`src/logic/cisf_consts.svh`:
```
/*
 Constants of the CAN interrupt status flag block: register offsets,
 flag bit positions, counter limits and reset values.
 Assumes it is included by its bare name from the design files.
*/
`ifndef CISF_CONSTS_SVH
`define CISF_CONSTS_SVH

// register byte offsets, low address bits only
`define CISF_AW            8
`define CISF_OFF_FLAGS     8'h00
`define CISF_OFF_CLEAR     8'h04
`define CISF_OFF_ENABLE    8'h08
`define CISF_OFF_CMP2      8'h0C

// flag bit positions inside interrupt_request_flags
`define CISF_B_TXW         3
`define CISF_B_RXW         4
`define CISF_B_PASSIVE     5
`define CISF_B_BUSOFF      6
`define CISF_B_OVERLOAD    7
`define CISF_B_OVERRUN     9
`define CISF_B_MATRIX      10
`define CISF_B_CMP2        11
`define CISF_B_SLEEP       12

// bits that software clears by writing 1, and bits that exist at all
`define CISF_W1C_MASK      16'h1CF8
`define CISF_IMPL_MASK     16'h1EF8

// error counter limits, 9-bit counters
`define CISF_WARN_LIMIT    9'h060
`define CISF_PASSIVE_LIMIT 9'h080
`define CISF_BUSOFF_LIMIT  9'h100

// reset values
`define CISF_FLAGS_RST     16'h0000
`define CISF_ENABLE_RST    16'h0000
`define CISF_CMP2_RST      16'h0000
`define CISF_WORD_ZERO     32'h0000_0000
`define CISF_HRESP_OKAY    1'b0

`endif

```
`src/logic/cisf_pkg.sv`:
```
/*
 Types shared by the CAN interrupt status flag block.
 Assumes nothing beyond a SystemVerilog compiler.
*/
package cisf_pkg;

    // data phase kind of the bus slave
    typedef enum logic [1:0] {
        ph_idle,
        ph_write,
        ph_read
    } cisf_phase_e;

    // one 16-bit register image
    typedef logic [15:0] cisf_half_t;

endpackage

```
`src/logic/cisf_ahb_slave.sv`:
```
/*
 AHB-Lite slave front end: captures the address phase, hands writes to
 the register file in the data phase, registers read data.
 Assumes a single master, word transfers, and read data computed by the
 parent from the address-phase address.
*/
`timescale 1ns/10ps
`include "cisf_consts.svh"

module cisf_ahb_slave
(
    input  wire logic                  i_clk,
    input  wire logic                  i_sys_rst,
    input  wire logic                  i_hsel,
    input  wire logic [`CISF_AW-1:0]   i_haddr,
    input  wire logic [1:0]            i_htrans,
    input  wire logic                  i_hwrite,
    input  wire logic                  i_hready,
    input  wire logic [31:0]           i_hwdata,
    input  wire logic [31:0]           i_rd_data,
    output logic      [31:0]           o_hrdata,
    output logic                       o_hreadyout,
    output logic                       o_hresp,
    output logic                       o_wr_en,
    output logic      [`CISF_AW-1:0]   o_wr_addr,
    output logic      [31:0]           o_wr_data
);

    cisf_pkg::cisf_phase_e phase_q;
    cisf_pkg::cisf_phase_e phase_d;
    logic [`CISF_AW-1:0]   addr_q;
    logic [`CISF_AW-1:0]   addr_d;
    logic [31:0]           rdata_q;
    logic [31:0]           rdata_d;
    logic                  take;

    // address phase decode and next data phase
    always_comb
    begin
        take    = i_hsel & i_htrans[1] & i_hready;
        phase_d = cisf_pkg::ph_idle;
        addr_d  = addr_q;
        rdata_d = rdata_q;
        if (take)
        begin
            addr_d  = i_haddr;
            phase_d = i_hwrite ? cisf_pkg::ph_write : cisf_pkg::ph_read;
            if (!i_hwrite)
                rdata_d = i_rd_data;
        end
    end

    // phase, address and read data registers
    always_ff @(posedge i_clk or posedge i_sys_rst)
    begin
        if (i_sys_rst)
        begin
            phase_q     <= cisf_pkg::ph_idle;
            addr_q      <= '0;
            rdata_q     <= `CISF_WORD_ZERO;
            o_hreadyout <= 1'b0;
        end
        else
        begin
            phase_q     <= phase_d;
            addr_q      <= addr_d;
            rdata_q     <= rdata_d;
            o_hreadyout <= 1'b1;   // zero wait states once out of reset
        end
    end

    // write strobe in the data phase, always OKAY
    assign o_wr_en   = (phase_q == cisf_pkg::ph_write);
    assign o_wr_addr = addr_q;
    assign o_wr_data = i_hwdata;
    assign o_hrdata  = rdata_q;
    assign o_hresp   = `CISF_HRESP_OKAY;

endmodule

```
`src/logic/cisf_top.sv`:
```
/*
 Interrupt status flags of a time-triggered CAN controller: error
 warning, error passive, bus-off, overload, overrun, time-trigger and
 sleep activity flags, with an enable register and one level interrupt.
 Assumes the error counters, unread status, mailbox masks, cycle timer
 and event pulses come from controller logic on the same clock.
*/
// How it works
// - transmit counter crossing 96 sets tx warning flag; write 1 clears
// - receive counter crossing 96 sets rx warning flag; write 1 clears
// - first of the two counters to cross 128 sets error passive; write 1 clears
// - transmit counter crossing 256 sets bus-off flag; write 1 clears
// - all error flags read zero after reset
// - discard or overwrite sets overrun; clears when no unmasked unread
`timescale 1ns/10ps
`include "cisf_consts.svh"

module cisf_top
#(
    parameter int CNT_W = 9,
    parameter int MB_N  = 32,
    parameter int CYC_W = 16
)
(
    input  wire logic                  i_clk,
    input  wire logic                  i_sys_rst,
    input  wire logic                  i_hsel,
    input  wire logic [31:0]           i_haddr,
    input  wire logic [1:0]            i_htrans,
    input  wire logic                  i_hwrite,
    input  wire logic [2:0]            i_hsize,
    input  wire logic                  i_hready,
    input  wire logic [31:0]           i_hwdata,
    output logic      [31:0]           o_hrdata,
    output logic                       o_hreadyout,
    output logic                       o_hresp,
    input  wire logic [CNT_W-1:0]      i_tx_err_count,
    input  wire logic [CNT_W-1:0]      i_rx_err_count,
    input  wire logic                  i_rx_discard,
    input  wire logic                  i_unread_overwrite,
    input  wire logic [MB_N-1:0]       i_unread_message_status,
    input  wire logic [MB_N-1:0]       i_mailbox_interrupt_mask,
    input  wire logic                  i_overload_tx,
    input  wire logic                  i_sleep_bus_activity,
    input  wire logic                  i_time_ref_done,
    input  wire logic [CYC_W-1:0]      i_cycle_time_counter,
    output logic      [15:0]           o_interrupt_request_flags,
    output logic                       o_irq
);

    // counter comparison, used for every threshold
    function automatic logic at_least(input logic [CNT_W-1:0] val,
                                      input logic [8:0]       lim);
        at_least = ({1'b0, val} >= {{CNT_W-8{1'b0}}, lim});
    endfunction

    // register image of a 16-bit value in a 32-bit word
    function automatic logic [31:0] word_of(input logic [15:0] v);
        word_of = {16'h0000, v};
    endfunction

    logic                   wr_en;
    logic [`CISF_AW-1:0]    wr_addr;
    logic [31:0]            wr_data;
    logic [31:0]            rd_data;

    cisf_pkg::cisf_half_t   flags_q;
    cisf_pkg::cisf_half_t   flags_d;
    cisf_pkg::cisf_half_t   enable_q;
    cisf_pkg::cisf_half_t   enable_d;
    logic [CYC_W-1:0]       cmp2_q;
    logic [CYC_W-1:0]       cmp2_d;
    logic                   irq_q;
    logic                   irq_d;

    logic                   txw_cond;
    logic                   rxw_cond;
    logic                   pas_cond;
    logic                   bof_cond;
    logic                   cmp_cond;
    logic [4:0]             cond_q;
    logic [4:0]             cond_d;
    logic [4:0]             rise;
    cisf_pkg::cisf_half_t   set_v;
    cisf_pkg::cisf_half_t   clr_v;
    logic                   ovr_set;
    logic                   ovr_clr;

    // bus front end
    cisf_ahb_slave u_bus
    (
        .i_clk       (i_clk),
        .i_sys_rst   (i_sys_rst),
        .i_hsel      (i_hsel),
        .i_haddr     (i_haddr[`CISF_AW-1:0]),
        .i_htrans    (i_htrans),
        .i_hwrite    (i_hwrite),
        .i_hready    (i_hready),
        .i_hwdata    (i_hwdata),
        .i_rd_data   (rd_data),
        .o_hrdata    (o_hrdata),
        .o_hreadyout (o_hreadyout),
        .o_hresp     (o_hresp),
        .o_wr_en     (wr_en),
        .o_wr_addr   (wr_addr),
        .o_wr_data   (wr_data)
    );

    // threshold and compare conditions
    always_comb
    begin
        txw_cond = at_least(i_tx_err_count, `CISF_WARN_LIMIT);
        rxw_cond = at_least(i_rx_err_count, `CISF_WARN_LIMIT);
        pas_cond = at_least(i_tx_err_count, `CISF_PASSIVE_LIMIT)
                 | at_least(i_rx_err_count, `CISF_PASSIVE_LIMIT);
        bof_cond = at_least(i_tx_err_count, `CISF_BUSOFF_LIMIT);
        cmp_cond = (i_cycle_time_counter == cmp2_q);
        cond_d   = {cmp_cond, bof_cond, pas_cond, rxw_cond, txw_cond};
        rise     = cond_d & ~cond_q;   // one event per crossing
    end

    // set vector from crossings and event pulses
    always_comb
    begin
        ovr_set = i_rx_discard | i_unread_overwrite;
        set_v   = '0;
        set_v[`CISF_B_TXW]      = rise[0];
        set_v[`CISF_B_RXW]      = rise[1];
        set_v[`CISF_B_PASSIVE]  = rise[2];
        set_v[`CISF_B_BUSOFF]   = rise[3];
        set_v[`CISF_B_OVERLOAD] = i_overload_tx;
        set_v[`CISF_B_OVERRUN]  = ovr_set;
        set_v[`CISF_B_MATRIX]   = i_time_ref_done;
        set_v[`CISF_B_CMP2]     = rise[4];
        set_v[`CISF_B_SLEEP]    = i_sleep_bus_activity;
    end

    // software write-1 clears through the flags or the clear register
    always_comb
    begin
        clr_v = '0;
        if (wr_en && (wr_addr == `CISF_OFF_FLAGS ||
                      wr_addr == `CISF_OFF_CLEAR))
            clr_v = wr_data[15:0] & `CISF_W1C_MASK;
        // no unmasked unread message left
        ovr_clr = ((i_unread_message_status
                    & ~i_mailbox_interrupt_mask) == '0);
    end

    // next flag values; a set in the clearing cycle wins
    always_comb
    begin
        flags_d = ((flags_q & ~clr_v) | set_v) & `CISF_IMPL_MASK;
        flags_d[`CISF_B_OVERRUN] = ovr_set
            | (flags_q[`CISF_B_OVERRUN] & ~ovr_clr);
    end

    // enable and compare registers
    always_comb
    begin
        enable_d = enable_q;
        cmp2_d   = cmp2_q;
        if (wr_en && wr_addr == `CISF_OFF_ENABLE)
            enable_d = wr_data[15:0] & `CISF_IMPL_MASK;
        if (wr_en && wr_addr == `CISF_OFF_CMP2)
            cmp2_d = wr_data[CYC_W-1:0];
        irq_d = |(flags_d & enable_d);
    end

    // read mux from next values, so a write just before is seen
    always_comb
    begin
        case (i_haddr[`CISF_AW-1:0])
            `CISF_OFF_FLAGS:  rd_data = word_of(flags_d);
            `CISF_OFF_ENABLE: rd_data = word_of(enable_d);
            `CISF_OFF_CMP2:   rd_data = {{32-CYC_W{1'b0}}, cmp2_d};
            default:          rd_data = `CISF_WORD_ZERO;
        endcase
    end

    // state registers
    always_ff @(posedge i_clk or posedge i_sys_rst)
    begin
        if (i_sys_rst)
        begin
            flags_q  <= `CISF_FLAGS_RST;
            enable_q <= `CISF_ENABLE_RST;
            cmp2_q   <= `CISF_CMP2_RST;
            cond_q   <= '0;
            irq_q    <= 1'b0;
        end
        else
        begin
            flags_q  <= flags_d;
            enable_q <= enable_d;
            cmp2_q   <= cmp2_d;
            cond_q   <= cond_d;
            irq_q    <= irq_d;
        end
    end

    // outputs straight from flip-flops
    assign o_interrupt_request_flags = flags_q;
    assign o_irq                     = irq_q;
endmodule

```
`config.mk`:
```
export PLATFORM = sky130hd
export DESIGN_NAME = cisf_top
export DESIGN_NICKNAME = d
export VERILOG_FILES = /design/src/logic/cisf_pkg.sv /design/src/logic/cisf_ahb_slave.sv /design/src/logic/cisf_top.sv
export VERILOG_INCLUDE_DIRS = /design/src /design/src/logic
export SDC_FILE = /design/constraint.sdc
export NUM_CORES = 1
export LEC_CHECK = 0
export BUFFER_PORTS_ARGS = -buffer_cell sky130_fd_sc_hd__buf_2
export CORE_MARGIN = 4
export CORE_UTILIZATION = 29
export DETAILED_ROUTE_END_ITERATION = 7
export PLACE_DENSITY = 0.6
export RECOVER_POWER = 25
export SLEW_MARGIN = 10
export SYNTH_ARGS = -nofsm -noshare
export SYNTH_HDL_FRONTEND = slang
export SYNTH_SLANG_ARGS = --single-unit
```
`constraint.sdc`:
```
create_clock -name i_clk -period 5.2 [get_ports i_clk]
set_clock_uncertainty 0.2 [all_clocks]
set_input_delay 0.78 -clock i_clk [delete_from_list [all_inputs] [get_ports i_clk]]
set_output_delay 0.78 -clock i_clk [all_outputs]
set_load 0.05 [all_outputs]
```
==> flow_metrics.env <==
export IMPL_status="finished, violations left"
export IMPL_violations="capacitance limit, slew limit"
export IMPL_diodes=0
export IMPL_synth_seq_cells=74
export IMPL_wl_met2_mm=5.642
export IMPL_cts_max_level=3
export IMPL_grt_usage_pct=14.65
export IMPL_drt_met1_wl_mm=4.140
export IMPL_vias=3121
export IMPL_io_buffers=149
export IMPL_synth_warnings=0
export IMPL_ff2ff_path_depth=6
export IMPL_drt_iter0_markers=104
export IMPL_post_synth_num_cell_types=43
export IMPL_drive_above_1_share_pct=36.02
export IMPL_grt_setup_unrepaired="false"
export IMPL_fin_crit_sh_pct=59.16
export IMPL_max_cap_violations=1
export IMPL_die_h_um=121.2
export IMPL_min_period_ns=3.076
export IMPL_finalHoldViolations=0
export IMPL_syn_to_final_growth_pct=30.39
export IMPL_slew_headroom_pct=-3.199
export IMPL_wl_per_cell_um=15.77
export IMPL_synthCells=365
export IMPL_setup_tns_ns=0
export IMPL_timing_rr_start="u_bus.o_wr_addr[0]"
export IMPL_firstDrtPassIters=4
export IMPL_syn_area_um2=3717
export IMPL_die_area_um2=14690
export IMPL_synth_area_per_cell_um2=10.18
export IMPL_critPathLaunch="i_hready"
export IMPL_fillers=1274
export IMPL_postSynth_asyncResetShare_pct=100.0
export IMPL_wl_mm=10.95
export IMPL_cts_buffer_depth=2
export IMPL_cts_tree="built"
export IMPL_cp_start_kind="input pin"
export IMPL_final_common_cell="buf_2"
export IMPL_synth_top_flop_cell="dfrtp_1"
export IMPL_cts_buffers=9
export IMPL_crit_end="u_bus.o_hrdata[9]"
export IMPL_fp_dieW_um=121.2
export IMPL_grt_max_degree=41
export IMPL_drc=0
export IMPL_io_pins=228
export IMPL_core_um2=12570
export IMPL_dpl_hpwl_mm=8.600
export IMPL_clk_latency_ns=0.33
export IMPL_place_inst=678
export IMPL_cts_sinks=74
export IMPL_ant_nets=0
export IMPL_globalplace_congestion=0.7273
export IMPL_worstSetupEndpointType="flip-flop"
export IMPL_drt_vias_per_instance=4.497
export IMPL_rrSetupSlack_ns=2.13
export IMPL_yosysSeqAreaShare_pct=49.81
export IMPL_grt_ovfl_total=0
export IMPL_route_met3_wl_um=967
export IMPL_layout_common_cells="buf_2, dfrtp_1, inv_1"
export IMPL_reg2reg_to="o_irq"
export IMPL_num_rows=41
export IMPL_antenna_found_initial=0
export IMPL_grt_pass1_wl_mm=16.26
export IMPL_p_leak_nw=2.556
export IMPL_clockRootBuffer="clkbuf_16"
export IMPL_post_cts_buffers=0
export IMPL_cp_data_required_time_ns=5.27
export IMPL_synth_edf_count=0
export IMPL_tightest_slew_ns=1.546
export IMPL_nNetsFinal=694
export IMPL_drv_slew=41
export IMPL_grt_pass1_vias=3170
export IMPL_hold_class="flip-flop to flip-flop"
export IMPL_holdBufCountCts=0
export IMPL_p_per_area_nw_per_um2=285.7
export IMPL_criticalPathCategory="input pin to flip-flop"
export IMPL_setup_viol_count_final=0
export IMPL_start_util_pct=29.58
export IMPL_cts_resized=0
export IMPL_arrival_ns=3.14
export IMPL_crit_fanout=19
export IMPL_stdcell_count=694
export IMPL_finish_utilization_pct=38.57
export IMPL_fmax_mhz=325.0
export IMPL_path_clk_slew_ns=0.06
export IMPL_ir_drop_mv=0.1532
export IMPL_highest_layer="met4"
==> worst min-delay path by stage <==
stage,start,endpoint,slack (ns),cells after the start
floorplan,enable_q[0],enable_q[0],0.25,1
global placement,enable_q[1],enable_q[1],0.26,1
detailed placement,enable_q[1],enable_q[1],0.27,1
CTS,enable_q[14],enable_q[14],0.29,1
global route,enable_q[2],enable_q[2],0.31,1
finish,enable_q[1],enable_q[1],0.29,1
==> where the power goes <==
group | switching [W] | internal [W]
clock network | 0.000234 | 0.000360
logic | 0.000111 | 0.0000694
registers | 0.0000118 | 0.000599
==> synth_stat cells (5+ instances only) <==
library cell / number / area share [%]
a21boi_0: 7 / 1.4
and2_1: 7 / 1.2
buf_4: 24 / 4.8
clkbuf_1: 6 / 0.61
dfrtp_1: 74 / 50
inv_1: 60 / 6.1
mux2_2: 17 / 5.1
mux2i_1: 16 / 4.3
nand2_1: 25 / 2.5
nand2b_1: 11 / 1.9
nor2_1: 10 / 1.0
o21ai_0: 14 / 1.9
o221ai_1: 7 / 1.6
o22ai_1: 19 / 3.2
or4_1: 5 / 1.0
xnor2_1: 16 / 3.8
==> state kept, by name, summed over array words and instances (netlist names) <==
| register | cells |
|---|---|
| cond_q | 5 |
| u_bus.o_hreadyout | 1 |
| u_bus.o_wr_addr | 8 |
| o_irq | 1 |
| u_bus.phase_q | 2 |
| enable_q | 16 |
| u_bus.o_hrdata | 16 |
| cmp2_q | 16 |
| o_interrupt_request_flags | 9 |
==> cell type report <==
type                       instances  area, um2  area share, %
sequential                        74       1852          38.20
clock inverter                     4      25.02         0.5163
clock buffer                      12      266.5          5.498
timing repair buffer             151      759.5          15.67
inverter                          60      225.2          4.646
multi-input combinational        221       1504          31.03
tap                              172      215.2          4.440
==> cell families (layout without fill, tap and decap cells) <==
| logic type | Yosys count | count (layout) | synth area share (%) |
|---|---|---|---|
| buffers and inverters | 93 | 227 | 12.05 |
| DFF | 74 | 74 | 49.81 |
| muxes | 35 | 35 | 10.27 |
| and+or+nand+nor | 80 | 80 | 11.75 |
| AOI/OAI and AO/OA | 65 | 65 | 12.15 |
| xor gates and xnor gates | 16 | 16 | 3.770 |
| other | 2 | 25 | 0.2020 |
==> stage by stage <==
stage	hold slack, ns	instance area, um2	worst slack, ns	power [W]
detailed placement	0.2675	4557	1.750	0.0008032
global route	0.3066	4847	1.850	0.001439
floorplan	0.2481	3804	2.338	0.0007420
CTS	0.2855	4848	2.084	0.001399
global placement	0.2649	4557	1.828	0.0007980
finish	0.2862	4847	2.124	0.001385
==> worst max-delay path: stages <==
cell       delay (ns)
buf_2            0.07
nand3_1          0.33
nand2b_1         0.70
nor2_1           0.33
nand2_1          0.32
a2111oi_0        0.43
a221o_1          0.17
==> routing by layer <==
metal | up-vias | global-route usage, %
met5 | - | 0
met4 | 0 | 5.322
met3 | 15 | 4.289
met2 | 136 | 26.78
met1 | 1473 | 16.01
li1 | 1497 | -
Power figures use the tool's default switching activity.
